[src/lin_slave_pkg.sv]
// Constants and types for the LIN slave header and divider block.
// Assumes a single 125 MHz APB clock; register indices map to byte
// addresses as index times four.
package lin_slave_pkg;

   // Register indices, byte address is four times the index
   localparam logic [7:0] STATUS_IDX = 8'h48;
   localparam logic [7:0] BAUD_IDX   = 8'h4A;
   localparam logic [7:0] CTRL3_IDX  = 8'h4D;
   localparam logic [7:0] ERPR_IDX   = 8'h4E;
   localparam logic [7:0] ETPR_IDX   = 8'h4F;

   // Reset and fixed read values
   localparam logic [7:0] STATUS_READ_VAL = 8'hC0;
   localparam logic [7:0] MANT_RESET      = 8'h00;
   localparam logic [3:0] FRAC_RESET      = 4'h0;
   localparam logic [7:0] HLEN_RESET      = 8'h00;
   localparam logic [7:0] HLEN_BREAK      = 8'hFF;
   localparam logic [7:0] HLEN_TIMEOUT    = 8'h00;

   // Control register three field positions
   localparam int CTRL3_UPDATE_POS = 7;
   localparam int CTRL3_LINE_POS   = 6;
   localparam int CTRL3_SLAVE_POS  = 5;
   localparam int CTRL3_ASYNC_POS  = 4;
   localparam int CTRL3_METHOD_POS = 3;
   localparam int CTRL3_HIE_POS    = 2;
   localparam int CTRL3_FLAG_POS   = 1;
   localparam int CTRL3_SYNC_POS   = 0;

   // Timing counts in bit times, quarter bits and sync falling edges
   localparam logic [3:0] BREAK_BITS      = 4'd11;
   localparam logic [7:0] BREAK_QUARTERS  = 8'd44;
   localparam logic [7:0] HEADER_MAX_Q    = 8'd228;
   localparam logic [3:0] CHAR_BITS       = 4'd10;
   localparam logic [2:0] SYNC_FALL_EDGES = 3'd5;

   // Control register three fields
   typedef struct packed {
      logic update_method;
      logic line_enable;
      logic slave_select;
      logic auto_sync_enable;
      logic header_detect_method;
      logic header_int_enable;
   } ctrl3_t;

   // Header tracking states, Gray from idle to the identifier bits
   typedef enum logic [2:0] {
      ST_IDLE    = 3'b000,
      ST_DELIM   = 3'b001,
      ST_SYNC    = 3'b011,
      ST_ID_WAIT = 3'b010,
      ST_ID_BITS = 3'b110
   } hdr_state_t;

endpackage : lin_slave_pkg

[src/lin_slave_header_and_divider.sv]
// LIN slave header detection, sync field tracking and fractional divider.
// Assumes an APB master on pclk and a serial receive line synchronous
// to pclk.
`timescale 1ns/1ps
`default_nettype none
module lin_slave_header_and_divider
   import lin_slave_pkg::*;
#(
   parameter int ADDR_W = 12                   // APB address width
)(
   input  wire logic              pclk,                 // APB clock
   input  wire logic              presetn,              // Async reset, low
   input  wire logic [ADDR_W-1:0] paddr,                // APB address
   input  wire logic              psel,                 // APB select
   input  wire logic              penable,              // APB enable
   input  wire logic              pwrite,               // APB direction
   input  wire logic [31:0]       pwdata,               // APB write data
   input  wire logic [3:0]        pstrb,                // APB byte strobes
   output logic [31:0]            prdata,               // APB read data
   output logic                   pready,               // APB ready
   output logic                   pslverr,              // APB error
   input  wire logic              serial_rx_input,      // Serial line in
   output logic                   header_detected_flag, // Header seen
   output logic                   sync_field_state,     // In sync field
   output logic                   sci_clock_run,        // Tx/rx clocks on
   output logic [11:0]            baud_divider          // Divider, 1/16
);

   ctrl3_t       ctrl_reg;
   hdr_state_t   state_reg;
   logic [7:0]   mantissa_reg, header_length_reg, hdr_q_reg;
   logic [3:0]   fraction_reg, low_bits_reg, bits_reg;
   logic [11:0]  bit_cycles_reg;
   logic [31:0]  prdata_reg;
   logic [14:0]  meas_reg;
   logic [12:0]  acc_reg;
   logic [2:0]   edge_cnt_reg;
   logic [1:0]   qphase_reg;
   logic         flag_reg, sync_reg, status_seen_reg, clk_run_reg;
   logic         pready_reg, pslverr_reg, rx_prev_reg;

   logic         slave_mode, mapped, take, done, wr_en, rd_en;
   logic         hit_status, hit_baud, hit_ctrl3, hit_erpr, hit_etpr;
   logic [7:0]   rd_next, hdr_rounded;
   logic [12:0]  acc_sum;
   logic         qtick, btick, fall, in_header, round_up;
   logic         break_det, sw_clear_sync, sync_done, hdr_done, timeout;

   assign slave_mode = ctrl_reg.line_enable & ctrl_reg.slave_select;

   // Address decode, one aligned word per register
   always_comb
   begin
      logic addr_ok;
      addr_ok    = (paddr[1:0] == 2'h0) && (paddr[ADDR_W-1:10] == '0);
      hit_status = addr_ok && (paddr[9:2] == STATUS_IDX);
      hit_baud   = addr_ok && (paddr[9:2] == BAUD_IDX);
      hit_ctrl3  = addr_ok && (paddr[9:2] == CTRL3_IDX);
      hit_erpr   = addr_ok && (paddr[9:2] == ERPR_IDX);
      hit_etpr   = addr_ok && (paddr[9:2] == ETPR_IDX);
      mapped     = hit_status | hit_baud | hit_ctrl3 | hit_erpr | hit_etpr;
   end

   // Access phase handshake: one wait state, effects at the ready edge
   assign take  = psel & penable & ~pready_reg;
   assign done  = psel & penable & pready_reg;
   assign wr_en = done & pwrite & pstrb[0] & mapped;
   assign rd_en = done & ~pwrite;

   // Read data selection
   always_comb
   begin
      rd_next = 8'h00;
      if (hit_status)
         rd_next = STATUS_READ_VAL;
      else if (hit_baud)
         rd_next = slave_mode ? mantissa_reg : 8'h00;
      else if (hit_ctrl3)
         rd_next = {ctrl_reg, flag_reg, sync_reg};
      else if (hit_erpr && slave_mode &&
               (ctrl_reg.auto_sync_enable || ctrl_reg.header_detect_method))
         rd_next = header_length_reg;
      else if (hit_etpr && slave_mode)
         rd_next = {4'h0, fraction_reg};
   end

   // APB answer registers
   always_ff @(posedge pclk or negedge presetn)
   begin
      if (!presetn)
      begin
         pready_reg  <= 1'b0;
         pslverr_reg <= 1'b0;
         prdata_reg  <= 32'h0000_0000;
      end
      else
      begin
         pready_reg  <= take;
         pslverr_reg <= take & ~mapped;
         if (take && !pwrite)
            prdata_reg <= {24'h00_0000, rd_next};
      end
   end

   // Control register three fields written by software
   always_ff @(posedge pclk or negedge presetn)
   begin
      if (!presetn)
         ctrl_reg <= '0;
      else if (wr_en && hit_ctrl3)
         ctrl_reg <= pwdata[CTRL3_UPDATE_POS:CTRL3_HIE_POS];
   end

   // Divider registers and applied divider
   always_ff @(posedge pclk or negedge presetn)
   begin
      if (!presetn)
      begin
         mantissa_reg   <= MANT_RESET;
         fraction_reg   <= FRAC_RESET;
         bit_cycles_reg <= 12'h000;
      end
      else
      begin
         if (wr_en && hit_etpr && slave_mode)
            fraction_reg <= pwdata[3:0];
         if (wr_en && hit_baud && slave_mode)
            mantissa_reg <= pwdata[7:0];
         if (sync_done && ctrl_reg.auto_sync_enable)
            bit_cycles_reg <= 12'((meas_reg + 15'd1) >> 3);
         else if (wr_en && hit_baud && slave_mode)
            bit_cycles_reg <= {pwdata[7:0], fraction_reg};
      end
   end

   // Tx and rx clocks run only with a nonzero mantissa
   always_ff @(posedge pclk or negedge presetn)
   begin
      if (!presetn)
         clk_run_reg <= 1'b0;
      else
         clk_run_reg <= slave_mode && (mantissa_reg != 8'h00);
   end

   // Quarter-bit phase accumulator, bit time is 16*mantissa+fraction
   assign acc_sum = acc_reg + 13'd4;
   assign qtick   = clk_run_reg && (bit_cycles_reg != 12'h000) &&
                    (acc_sum >= {1'b0, bit_cycles_reg});
   assign btick   = qtick && (qphase_reg == 2'd3);

   always_ff @(posedge pclk or negedge presetn)
   begin
      if (!presetn)
      begin
         acc_reg    <= 13'h0000;
         qphase_reg <= 2'd0;
      end
      else if (!clk_run_reg)
      begin
         acc_reg    <= 13'h0000;
         qphase_reg <= 2'd0;
      end
      else if (qtick)
      begin
         acc_reg    <= acc_sum - {1'b0, bit_cycles_reg};
         qphase_reg <= qphase_reg + 2'd1;
      end
      else
         acc_reg <= acc_sum;
   end

   // Break detection: eleven dominant bit times
   always_ff @(posedge pclk or negedge presetn)
   begin
      if (!presetn)
      begin
         low_bits_reg <= 4'd0;
         rx_prev_reg  <= 1'b1;
      end
      else
      begin
         rx_prev_reg <= serial_rx_input;
         if (serial_rx_input || !clk_run_reg)
            low_bits_reg <= 4'd0;
         else if (btick && low_bits_reg < BREAK_BITS)
            low_bits_reg <= low_bits_reg + 4'd1;
      end
   end

   assign fall      = rx_prev_reg & ~serial_rx_input;
   assign break_det = btick && !serial_rx_input &&
                      (low_bits_reg == BREAK_BITS - 4'd1);
   assign sw_clear_sync = wr_en && hit_ctrl3 && !pwdata[CTRL3_SYNC_POS] &&
                          sync_reg;
   assign in_header = (state_reg != ST_IDLE);
   assign timeout   = in_header && qtick &&
                      (hdr_q_reg == HEADER_MAX_Q - 8'd1);

   // Sync field ends at fifth falling edge or after one character
   always_comb
   begin
      sync_done = 1'b0;
      if (state_reg == ST_SYNC)
      begin
         if (ctrl_reg.auto_sync_enable)
            sync_done = fall && (edge_cnt_reg == SYNC_FALL_EDGES - 3'd1);
         else
            sync_done = btick && (edge_cnt_reg != 3'd0) &&
                        (bits_reg == CHAR_BITS - 4'd1);
      end
   end

   assign hdr_done = (state_reg == ST_ID_BITS) && btick &&
                     (bits_reg == CHAR_BITS - 4'd1);

   // Header tracking state machine
   always_ff @(posedge pclk or negedge presetn)
   begin
      if (!presetn)
         state_reg <= ST_IDLE;
      else if (!slave_mode)
         state_reg <= ST_IDLE;
      else if (break_det)
         state_reg <= ST_DELIM;
      else if (sw_clear_sync || timeout)
         state_reg <= ST_IDLE;
      else
         case (state_reg)
            ST_IDLE:    state_reg <= ST_IDLE;
            ST_DELIM:   if (serial_rx_input) state_reg <= ST_SYNC;
            ST_SYNC:    if (sync_done) state_reg <= ST_ID_WAIT;
            ST_ID_WAIT: if (fall) state_reg <= ST_ID_BITS;
            ST_ID_BITS: if (hdr_done) state_reg <= ST_IDLE;
            default:    state_reg <= ST_IDLE;
         endcase
   end

   // Edge, cycle and bit counters for sync and identifier fields
   always_ff @(posedge pclk or negedge presetn)
   begin
      if (!presetn)
      begin
         edge_cnt_reg <= 3'd0;
         meas_reg     <= 15'h0000;
         bits_reg     <= 4'd0;
      end
      else if (state_reg == ST_SYNC)
      begin
         if (fall && edge_cnt_reg != SYNC_FALL_EDGES)
            edge_cnt_reg <= edge_cnt_reg + 3'd1;
         if (edge_cnt_reg != 3'd0)
            meas_reg <= meas_reg + 15'd1;
         if (btick && edge_cnt_reg != 3'd0)
            bits_reg <= bits_reg + 4'd1;
      end
      else if (state_reg == ST_ID_BITS)
      begin
         if (btick)
            bits_reg <= bits_reg + 4'd1;
      end
      else
      begin
         edge_cnt_reg <= 3'd0;
         meas_reg     <= 15'h0000;
         bits_reg     <= 4'd0;
      end
   end

   // Header duration in quarter bits, break counted from its start
   always_ff @(posedge pclk or negedge presetn)
   begin
      if (!presetn)
         hdr_q_reg <= 8'd0;
      else if (break_det)
         hdr_q_reg <= BREAK_QUARTERS;
      else if (in_header && qtick)
         hdr_q_reg <= hdr_q_reg + 8'd1;
   end

   // Residue of half a quarter or more rounds up, carry is natural
   assign round_up    = ({acc_reg, 1'b0} >= {2'b00, bit_cycles_reg});
   assign hdr_rounded = hdr_q_reg + {7'd0, round_up};

   // Header length register, hardware updates only
   always_ff @(posedge pclk or negedge presetn)
   begin
      if (!presetn)
         header_length_reg <= HLEN_RESET;
      else if (break_det)
         header_length_reg <= HLEN_BREAK;
      else if (timeout)
         header_length_reg <= HLEN_TIMEOUT;
      else if (hdr_done)
         header_length_reg <= HEADER_MAX_Q - hdr_rounded;
   end

   // Header flag: set wins over the status-then-control clear sequence
   always_ff @(posedge pclk or negedge presetn)
   begin
      if (!presetn)
      begin
         flag_reg        <= 1'b0;
         status_seen_reg <= 1'b0;
      end
      else
      begin
         if (done && hit_status)
            status_seen_reg <= 1'b1;
         else if (rd_en && hit_ctrl3)
            status_seen_reg <= 1'b0;
         if ((break_det && !ctrl_reg.header_detect_method) ||
             (hdr_done && ctrl_reg.header_detect_method))
            flag_reg <= 1'b1;
         else if (rd_en && hit_ctrl3 && status_seen_reg)
            flag_reg <= 1'b0;
      end
   end

   // Sync field state bit: set at break, cleared at end or by software
   always_ff @(posedge pclk or negedge presetn)
   begin
      if (!presetn)
         sync_reg <= 1'b0;
      else if (break_det)
         sync_reg <= 1'b1;
      else if (sync_done || timeout || sw_clear_sync || !slave_mode)
         sync_reg <= 1'b0;
   end

   // Outputs straight from flip-flops
   assign prdata               = prdata_reg;
   assign pready               = pready_reg;
   assign pslverr              = pslverr_reg;
   assign header_detected_flag = flag_reg;
   assign sync_field_state     = sync_reg;
   assign sci_clock_run        = clk_run_reg;
   assign baud_divider         = bit_cycles_reg;
endmodule : lin_slave_header_and_divider
`default_nettype wire

[config.mk]
export PLATFORM = sky130hd
export DESIGN_NAME = lin_slave_header_and_divider
export DESIGN_NICKNAME = d
export VERILOG_FILES = /design/src/lin_slave_pkg.sv /design/src/lin_slave_header_and_divider.sv
export SDC_FILE = /design/constraint.sdc
export NUM_CORES = 1
export LEC_CHECK = 0
export BUFFER_PORTS_ARGS = -buffer_cell sky130_fd_sc_hd__buf_2
export CAP_MARGIN = 20
export CORE_ASPECT_RATIO = 1.1
export CORE_MARGIN = 1.5
export CORE_UTILIZATION = 50
export CTS_BUF_LIST = sky130_fd_sc_hd__clkbuf_8
export DETAILED_ROUTE_END_ITERATION = 6
export GPL_TIMING_DRIVEN = 0
export PLACE_DENSITY = 0.72
export SLEW_MARGIN = 20
export SYNTH_ARGS = -nofsm -noshare
export SYNTH_HDL_FRONTEND = slang
export SYNTH_SLANG_ARGS = --single-unit
[constraint.sdc]
create_clock -name pclk -period 3.6 [get_ports pclk]
set_clock_uncertainty 0.2 [all_clocks]
set_input_delay 0.9 -clock pclk [delete_from_list [all_inputs] [get_ports pclk]]
set_output_delay 0.9 -clock pclk [all_outputs]
set_load 0.01 [all_outputs]
==> After elaboration in Yosys (flattened, before gate mapping) <==
Cells that the tools add are included.
Widths: inputs -> output; s select.
{ "classes": {"muxes": 45, "n_eq_ne": 25, "addsub": 10, "order_cmp": 3, "reduce_logical": 68, "bitwise_logic": 18} }
{ "op_table": {"columns": ["operator", "count"], "rows": [
  ["$mux 8", 10],
  ["$mux 15", 3],
  ["$eq 8x7->1 const B", 5],
  ["$logic_and 1x1->1", 38],
  ["$mux 3", 10],
  ["$mux 4", 7],
  ["$mux 13", 2],
  ["$mux 12", 2],
  ["$add 15x1->15 const B", 1],
  ["$ge 14x12->1", 1],
  ["$add 13x3->13 const B", 1],
  ["$ge 13x12->1", 1],
  ["$sub 13x12->13", 1],
  ["$pmux 3 s4", 1],
  ["$reduce_bool 12->1", 1],
  ["$reduce_bool 2->1", 6],
  ["$and 1x1->1", 10],
  ["$ne 5x4->1 const B", 2],
  ["$ne 5x5->1 const B", 2],
  ["$reduce_bool 3->1", 3],
  ["$add 4x1->4 const B", 2],
  ["$add 8x1->8", 1],
  ["$add 8x1->8 const B", 1],
  ["$eq 4x4->1 const B", 2],
  ["22 further kinds", 56]
]} }
{ "word_totals": {"input_bits": 54, "output_inout_bits": 49, "wordCells": 195, "ff_bits": 105} }

==> Longest topological paths before layout <==
Gate-level depths: netlist of the first run.
{ "depth": {"word_depth": 15, "ltp_mapped": 20, "mapped_depth_nobuf": 20} }

==> Worst setup path after synthesis of the first run <==
OpenSTA, ideal clock, no wires.
{ "synth_path": {"path_kind": "register -> register", "start": "reg bit_cycles_reg[1] (netlist: baud_divider[1])", "end": "reg header_length_reg[7]", "setup_slack_ns": 0.282, "n_path_buf": 0, "stages_incl_launch_ff": 21, "setup_ns": 0.124, "synth_period_minus_slack_ns": 3.318, "arrival_time_ns": 2.994, "required_time_ns": 3.276, "path_cell_list": "dfrtp_1 inv_1 ha_1 nor2b_1 o21a_1 o21a_1 o211ai_1 a21o_1 nand3_1 a31oi_1 ha_1 ha_1 inv_1 ha_1 inv_1 a211oi_1 nand2b_1 nand3b_1 xnor2_1 nor3_1 a211o_1"} }
{ "synth_via": {"elab_chain_cells": 7, "elab_cells_between_ends": 18, "cone_classes": "add/sub (2); order compare (2); mux (3); reduce/logical (11)"} }
{ "synth_rtl": {"columns": ["item", "line_no", "text"], "rows": [
  ["start, declared", "lin_slave_header_and_divider.sv:33", "logic [11:0] bit_cycles_reg;"],
  ["start signal, assigned", "lin_slave_header_and_divider.sv:130", "bit_cycles_reg <= 12'((meas_reg + 15'd1) >> 3);"],
  ["start signal, assigned", "lin_slave_header_and_divider.sv:132", "bit_cycles_reg <= {pwdata[7:0], fraction_reg};"],
  ["branches (longest 7 deep; another with $ge 14x12->1)", null, null],
  ["end signal, assigned", "lin_slave_header_and_divider.sv:294", "header_length_reg <= HEADER_MAX_Q - hdr_rounded;"],
  ["end, declared", "lin_slave_header_and_divider.sv:31", "logic [7:0] mantissa_reg, header_length_reg, hdr_q_reg;"]
]} }
Parallel ways; which one is timed is not known. The select of a mux whose other input is x is not followed.
A chain may end at the register's enable or synchronous reset.

==> Final worst setup path of the first run <==
{ "layout_path": {"start": "reg bit_cycles_reg[1] (netlist: baud_divider[1])", "end": "reg header_length_reg[6]"} }
The elaborated chain is that of the path after synthesis.

==> results of run 1 <==
stage by stage:
| stage | std cells | hold WS (ns) | power (mW) | cell area (µm²) |
|---|---|---|---|---|
| finish | 984 | 0.160 | 1.98 | 7790 |
| CTS | 973 | 0.158 | 1.99 | 7550 |
| global route | 984 | 0.171 | 2.06 | 7790 |
| floorplan | 740 | 0.260 | 1.26 | 6740 |
| detailed placement | 952 | 0.284 | 1.32 | 7230 |
| global placement | 951 | 0.263 | 1.31 | 7190 |
area by class of cell:
class                   instances  area [µm²]
inverters                      33         126
flip-flops and latches        105        2630
well taps                     161         201
plain buffers                  48         310
fillers                      1167        5310
clock buffers                   9         124
repair buffers                 67         404
clock inverters                 7        46.3
multi-input cells             554        3950
kinds of logic after synthesis:
family,after synthesis
muxes,35
other,1
AOI/OAI and AO/OA,168
xor gates and xnor gates,39
buffers and inverters,81
DFF,105
and+or+nand+nor,243
adders and majority gates,45
per-layer routing:
layer / GRT usage, % / vias to the layer above / wire, µm
met2: 45.4 / 154 / 8760
met4: 9.53 / 0 / 364
met1: 32.0 / 2788 / 7260
met5: 0 / - / 0
li1: - / 2705 / -
met3: 3.55 / 35 / 843
worst max path at each step:
| stage | start | cells past startpoint | slack, ns | endpoint |
|---|---|---|---|---|
| 5_1_grt | baud_divider[1] | 20 | -0.12 | header_length_reg[7] |
| 4_1_cts | acc_reg[3] | 15 | 0.008 | hdr_q_reg[6] |
| 2_1_floorplan | baud_divider[1] | 20 | 0.28 | header_length_reg[7] |
| 6_report | baud_divider[1] | 18 | 0.03 | header_length_reg[6] |
| 3_5_place_dp | baud_divider[1] | 19 | -0.46 | header_length_reg[5] |
| 3_3_place_gp | baud_divider[1] | 19 | -0.32 | header_length_reg[5] |
worst register-to-register path, stage by stage, from the launching register on:
cell,delay (ns)
sky130_fd_sc_hd__dfrtp_2,0.45
sky130_fd_sc_hd__inv_2,0.09
sky130_fd_sc_hd__ha_4,0.20
sky130_fd_sc_hd__nor2b_4,0.11
sky130_fd_sc_hd__o21a_1,0.18
sky130_fd_sc_hd__o21a_1,0.17
sky130_fd_sc_hd__o211ai_1,0.20
sky130_fd_sc_hd__a21o_1,0.16
sky130_fd_sc_hd__nand3_2,0.10
sky130_fd_sc_hd__a31oi_4,0.26
sky130_fd_sc_hd__ha_4,0.18
sky130_fd_sc_hd__ha_4,0.14
sky130_fd_sc_hd__inv_4,0.04
sky130_fd_sc_hd__buf_4,0.12
sky130_fd_sc_hd__and3_4,0.15
sky130_fd_sc_hd__o21bai_1,0.16
sky130_fd_sc_hd__a21oi_1,0.10
sky130_fd_sc_hd__xnor2_1,0.16
sky130_fd_sc_hd__a221o_1,0.30
cell usage in the layout (no fill, tap or decap), types with 6 or more instances in the layout:
cell type / instances
sky130_fd_sc_hd__o21ai_1: 15
sky130_fd_sc_hd__mux2i_1: 9
sky130_fd_sc_hd__nand2_1: 66
sky130_fd_sc_hd__dfrtp_1: 102
sky130_fd_sc_hd__a222oi_1: 6
sky130_fd_sc_hd__nand2b_1: 6
sky130_fd_sc_hd__nor2_1: 60
sky130_fd_sc_hd__xnor2_1: 17
sky130_fd_sc_hd__and3_1: 12
sky130_fd_sc_hd__a21o_1: 7
sky130_fd_sc_hd__nor3_1: 9
sky130_fd_sc_hd__ha_1: 37
sky130_fd_sc_hd__clkbuf_1: 15
sky130_fd_sc_hd__nand4_1: 9
sky130_fd_sc_hd__a21oi_1: 32
sky130_fd_sc_hd__a22o_1: 6
sky130_fd_sc_hd__nor4_1: 6
sky130_fd_sc_hd__a211oi_1: 7
sky130_fd_sc_hd__conb_1: 24
sky130_fd_sc_hd__nand3_1: 32
sky130_fd_sc_hd__xor2_1: 19
sky130_fd_sc_hd__o31ai_1: 6
sky130_fd_sc_hd__ha_4: 6
sky130_fd_sc_hd__a31oi_1: 7
sky130_fd_sc_hd__o21ai_0: 39
sky130_fd_sc_hd__nor2b_1: 8
sky130_fd_sc_hd__inv_1: 32
sky130_fd_sc_hd__mux2_1: 9
sky130_fd_sc_hd__clkbuf_8: 9
sky130_fd_sc_hd__buf_4: 42
sky130_fd_sc_hd__buf_2: 50
sky130_fd_sc_hd__mux2_2: 17
what timing repair did:
item / CTS / global route
buffers inserted: 5 / 11
endpoints found under the setup margin: 30 / 43
hold buffers: 0 / 0
pin swaps: 11 / 18
resized for setup: 28 / 27
power by group:
| group | internal [mW] | switching (mW) | leakage (nW) | total (mW) |
|---|---|---|---|---|
| combinational | 0.0420 | 0.0666 | 2.13 | 0.109 |
| sequential | 1.18 | 0.00421 | 1.43 | 1.19 |
| clock | 0.252 | 0.428 | 0.0926 | 0.680 |
synthesized netlist by cell type, drive strengths merged (10+ instances only):
| library cell | number |
|---|---|
| dfrtp | 104 |
| nand2 | 66 |
| nor2 | 62 |
| o21ai | 56 |
| ha | 44 |
| nand3 | 36 |
| a21oi | 34 |
| inv | 33 |
| buf | 32 |
| mux2 | 26 |
| xor2 | 21 |
| xnor2 | 18 |
| clkbuf | 16 |
| and3 | 13 |
| nor3 | 11 |
| a211oi | 10 |
| nand4 | 10 |
==> metrics.txt, run 1 <==
final slew viol count=0; worst supply voltage drop on vdd=between 0.0001 and 0.00015 V; sink count of the clock tree=105; setup repair after global routing missed its margin=true; detailed router's first-iteration violation count=between 300 and 400; endpoint of the worst-slack reg-to-reg timing path=header_length_reg[6]; synthesized area per cell=9.28 µm²; post-synthesis compound-gate area fraction=16.7%; Post-route DRC=0; NumNets Final=917; post-detailed-route count of antenna-violating nets=0; predominant post-synthesis flop cell=sky130_fd_sc_hd__dfrtp_1; number of antenna violations at the first check in global routing=0; status=complete, no violations; worst hold path class=in -> async; flip-flop count of the largest register, all copies and words added=15; library cells used by synthesis=65; drt wl/cell=17.5 µm; TritonCTS buffer count=9; launching element type of the critical path=flip-flop; Syn-to-layout area delta=17.1%; CP max stage delay=0.45 ns; pre-CTS WS=-0.462 ns; number of vias in the routed layout=between 5000 and 6000; static leakage=3.65 nW; sum of buffers and inverters on the critical path=3; Period Utilization, post-route=between 90% and 100%; reg-to-reg slack, setup=approximately 0.032 ns; number of diodes added for antenna fixing=0; slowest library cell on the worst path=sky130_fd_sc_hd__dfrtp_2; first-pass GRT wire length=approximately 28000 µm; number of global-route vias before repair=around 5600; CP Max Fanout=2; critical path's most frequent cell=sky130_fd_sc_hd__ha_4; critical path data arrival time=3.64 ns; MaxCap Viol Count=0; remaining max-slew budget at the tightest pin=a little over two fifths; Ports=a little over 100; DIE AREA=approximately 0.014 mm²; half-perimeter wire length after placement=between 10000 and 15000 µm; Register-to-Register Path Depth=18; Synth Cell Area=0.00666 mm²; count of buffers from port buffering=50; last weighted congestion value of the routability-driven placer=around 0.87; power density cells=~250 mW/mm²; final hold vios=0; starting utilization of the core area=slightly above 50%; Final setup violation count=0; overall fraction of global-route tracks in use=25.6%; mux share of post-synthesis cell area=5.75%; clock tree root buffer cell=sky130_fd_sc_hd__clkbuf_8; post-synthesis register bit count=105; gate count of the mapped netlist=~700; core area=0.0131 mm²; fraction of layout instances using a drive strength above 1=21.7%; number of detailed-routing iterations run before antenna repair=5; H-tree depth=3; total congestion overflow=0; Least-Margin Pin Slew=0.855 ns; CP Capture Type=flip-flop; share of the synthesized area in the top cell type=approximately two fifths; Clock Pin Slew Worst Setup and Hold Paths=about 0.11 ns; share of synthesized cell area in and, or, nand and nor gates=between 10% and 20%; total wirelength of the detailed-routed design=around 17000 µm; Clk Latency, worst-skew pair=about 0.39 ns; combinational family with the most area after synthesis=simple AND/OR/NAND/NOR gates; Core Rows=44; cell taking the most area after synthesis=sky130_fd_sc_hd__dfrtp_1; share of flip-flops with an asynchronous set or reset after synthesis=between 90% and 100%; Post-Synth XOR/XNOR Area=5.13%; Max Freq=roughly 280 MHz; part of the Yosys area used for sequential elements=~40%; critical register-to-register path startpoint=baud_divider[1]; top cells by area, synth=sky130_fd_sc_hd__dfrtp_1, sky130_fd_sc_hd__ha_1, sky130_fd_sc_hd__nand2_1; type of the worst setup path=reg -> reg; critical path required time=about 3.7 ns; Post-synth EDFFs=0; sequence of cells on the critical path=inv_2 > ha_4 > nor2b_4 > o21a_1 > o21a_1 > o211ai_1 > a21o_1 > nand3_2 > a31oi_4 > ha_4 > ha_4 > inv_4 > buf_4 > and3_4 > o21bai_1 > a21oi_1 > xnor2_1 > a221o_1; Final TNS setup=0 ns; fraction of the core area covered by cells at the end of the flow=between 50% and 60%; floorplan die width=between 100 and 150 µm; minimum clock period=roughly 3.6 ns; clock tree from TritonCTS=built; post-detailed-route via-to-cell ratio=approximately 5.8; arithmetic-cell share of the synthesized area counting full adders, half adders and majority gates=8.57%; final worst-path setup slack=approximately 0.032 ns; number of warnings reported in the yosys synthesis log=0; crit-path leading delay family=compound AO/OA/AOI/OAI gates; die height=between 100 and 150 µm; maximum number of pins on one net before global-route repair=between 70 and 80; Bufs on Longest Clock Path=2
(Power assumes the default switching activity.)
==> run 2, diff against run 1 <==
--- a/config.mk
+++ b/config.mk
@@ -11,9 +11,12 @@
 export CORE_MARGIN = 1.5
 export CORE_UTILIZATION = 50
 export CTS_BUF_LIST = sky130_fd_sc_hd__clkbuf_8
+export CTS_CLUSTER_DIAMETER = 120
 export DETAILED_ROUTE_END_ITERATION = 6
 export GPL_TIMING_DRIVEN = 0
 export PLACE_DENSITY = 0.72
+export RECOVER_POWER = 50
+export SETUP_SLACK_MARGIN = 0.3
 export SLEW_MARGIN = 20
 export SYNTH_ARGS = -nofsm -noshare
 export SYNTH_HDL_FRONTEND = slang
==> metrics.txt, run 2 (synthesized netlist as in run 1, its figures left out) <==
launch instance of the worst min-delay path=prdata[0]; slowest library cell on the worst path=sky130_fd_sc_hd__dfrtp_2; Clk Latency, worst-skew pair=0.38 ns (about the same); final non-filler cell total=1006 (+2.2%); starting utilization of the core area=50.8% (unchanged); Least-Margin Pin Slew=1.51 ns (+0.652 ns); detailed router's first-iteration violation count=357 (+11%); reg-to-reg slack, setup=0.09 ns (+0.06 ns); final hold vios=0 (unchanged); worst-case hold slack=0.307 ns (+0.147 ns); final worst-path setup slack=0.0882 ns (+0.0564 ns); fraction of the core area covered by cells at the end of the flow=62.7% (+3.2 points); static leakage=3.78 nW (+3.3%); crit-path leading delay family=compound AO/OA/AOI/OAI gates; critical register-to-register path startpoint=baud_divider[1]; Bufs on Longest Clock Path=2 (unchanged); fraction of layout instances using a drive strength above 1=26.7% (+5.0 points); number of antenna violations at the first check in global routing=0 (unchanged); first-pass GRT wire length=27800 µm (-0.49%); Syn-to-layout area delta=23.3%; half-perimeter wire length after placement=12800 µm (-0.92%); critical path's most frequent cell=sky130_fd_sc_hd__ha_4; maximum number of pins on one net before global-route repair=79 (unchanged); number of cells after detailed placement=952 (unchanged); pre-CTS WS=-0.266 ns (+0.196 ns); number of detailed-routing iterations run before antenna repair=5 (unchanged); sequence of cells on the critical path=inv_2 > ha_4 > nor2b_1 > o21a_1 > o21a_1 > o211ai_1 > a21o_1 > nand3_2 > a31oi_4 > ha_4 > ha_4 > inv_4 > ha_4 > inv_4 > a211oi_4 > nand2b_4 > nand3b_1 > xnor2_2 > nor3_2 > a211o_1; H-tree depth=3 (unchanged); sink of the worst hold path=prdata[0]; status=finished with violations; count of hold-fix buffers inserted at cts=0 (unchanged); highest-count cells in the layout ignoring fill and taps=sky130_fd_sc_hd__dfrtp_1, sky130_fd_sc_hd__nand2_1, sky130_fd_sc_hd__nor2_1; violated checks=capacitance limit, slew limit; last weighted congestion value of the routability-driven placer=0.868 (-0.77%); Hold Path Stages=1; Period Utilization, post-route=97.5% (-1.6 points); CP Capture Type=flip-flop; worst hold path class=reg -> reg; remaining max-slew budget at the tightest pin=-0.513% (-43 points); clock tree root buffer cell=sky130_fd_sc_hd__clkbuf_8; number of vias in the routed layout=5861 (+3.2%); Clock Pin Slew Worst Setup and Hold Paths=0.11 ns (about the same); critical path required time=3.68 ns (about the same); NumNets Final=939 (+2.4%); count of buffers from port buffering=50 (unchanged); Core Rows=44 (unchanged); sum of buffers and inverters on the critical path=3 (unchanged); post-detailed-route count of antenna-violating nets=0 (unchanged); Max Freq=285 MHz (+1.6%); number of diodes added for antenna fixing=0 (unchanged); floorplan die width=113 µm (unchanged); post-detailed-route via-to-cell ratio=5.83 (+0.89%); CP max stage delay=0.41 ns (-0.04 ns); setup repair after global routing missed its margin=true; launching element type of the critical path=flip-flop; total wirelength of the detailed-routed design=17900 µm (+4.0%); die height=124 µm (unchanged); total congestion overflow=0 (unchanged); endpoint of the worst-slack reg-to-reg timing path=header_length_reg[7]; final slew viol count=29 (+29); TritonCTS buffer count=9 (unchanged); Final setup violation count=0 (unchanged); Filler Cell Count=1059 (-9.3%); overall fraction of global-route tracks in use=25.3% (-0.33 points); flip-flop count of the largest register, all copies and words added=15 (unchanged); Ports=103 (unchanged); sink count of the clock tree=105 (unchanged); drt wl/cell=17.8 µm (+1.7%); Post-route DRC=0 (unchanged); critical path data arrival time=3.59 ns (-0.05 ns); number of global-route vias before repair=5680 (+0.74%); clock tree from TritonCTS=built; CP Max Fanout=2 (unchanged); Register-to-Register Path Depth=20 (+2); worst supply voltage drop on vdd=0.000146 V (+9.8%); most frequent standard cell in the layout excluding fill and tap cells=sky130_fd_sc_hd__dfrtp_1; type of the worst setup path=reg -> reg; core area=0.0131 mm² (unchanged); minimum clock period=3.51 ns (-0.0564 ns); power density cells=242 mW/mm² (-4.8%); DIE AREA=0.0140 mm² (unchanged); MaxCap Viol Count=1 (+1)
-- run 2: cell count changes in the layout (fill, tap and decap cells not counted), sizes merged --
cell | previous run | this run
buf | 99 | 113
inv | 37 | 36
clkbuf | 25 | 33
clkinvlp | 1 | 2
-- run 2: stage by stage --
step | cell area [µm²] | TNS, ns | power, mW
after detailed placement | 7230 | -2.61 | 1.32
final | 8210 | 0 | 1.98
after floorplan | 6740 | 0 | 1.26
after global routing | 8210 | -0.0393 | 2.06
after global placement | 7190 | -1.42 | 1.31
after CTS | 7690 | 0 | 2.00
-- run 2: worst max path at each step --
stage	cells after the start	start	endpoint
2_1_floorplan	20	baud_divider[1]	header_length_reg[7]
3_3_place_gp	19	baud_divider[1]	header_length_reg[5]
3_5_place_dp	19	baud_divider[1]	header_length_reg[5]
4_1_cts	20	baud_divider[1]	header_length_reg[7]
5_1_grt	20	baud_divider[1]	header_length_reg[7]
6_report	20	baud_divider[1]	header_length_reg[7]
-- run 2: layout make-up --
| type | instances | area, µm² | share of cell area (%) |
|---|---|---|---|
| plain buffers | 48 | 335 | 4.08 |
| flip-flops and latches | 105 | 2630 | 32.1 |
| clock buffers | 9 | 124 | 1.51 |
| inverters | 33 | 129 | 1.57 |
| well taps | 161 | 201 | 2.45 |
| multi-input cells | 554 | 4130 | 50.3 |
| repair buffers | 89 | 603 | 7.35 |
| clock inverters | 7 | 51.3 | 0.625 |
-- run 2: metal layers --
metal  vias to the layer above  global-route usage, %  wire length (µm)
met3                        42                   3.70               976
met2                       175                   43.4              9050
li1                       2755                      -                 -
met1                      2889                   32.0              7300
met5                         -                      0                 0
met4                         0                   11.1               589
-- run 2: power breakdown --
part	total [mW]	leakage [nW]	internal [mW]	switching, mW
sequential	1.19	1.43	1.19	0.00474
clock	0.693	0.0864	0.257	0.436
combinational	0.101	2.26	0.0377	0.0636
-- run 2: repair_timing --
item                                    in CTS  in global routing
endpoints found under the setup margin      43                 40
setup buffers                               13                 24
pin swaps                                   30                 41
cloned                                       0                  1
gates resized for setup                     39                 79
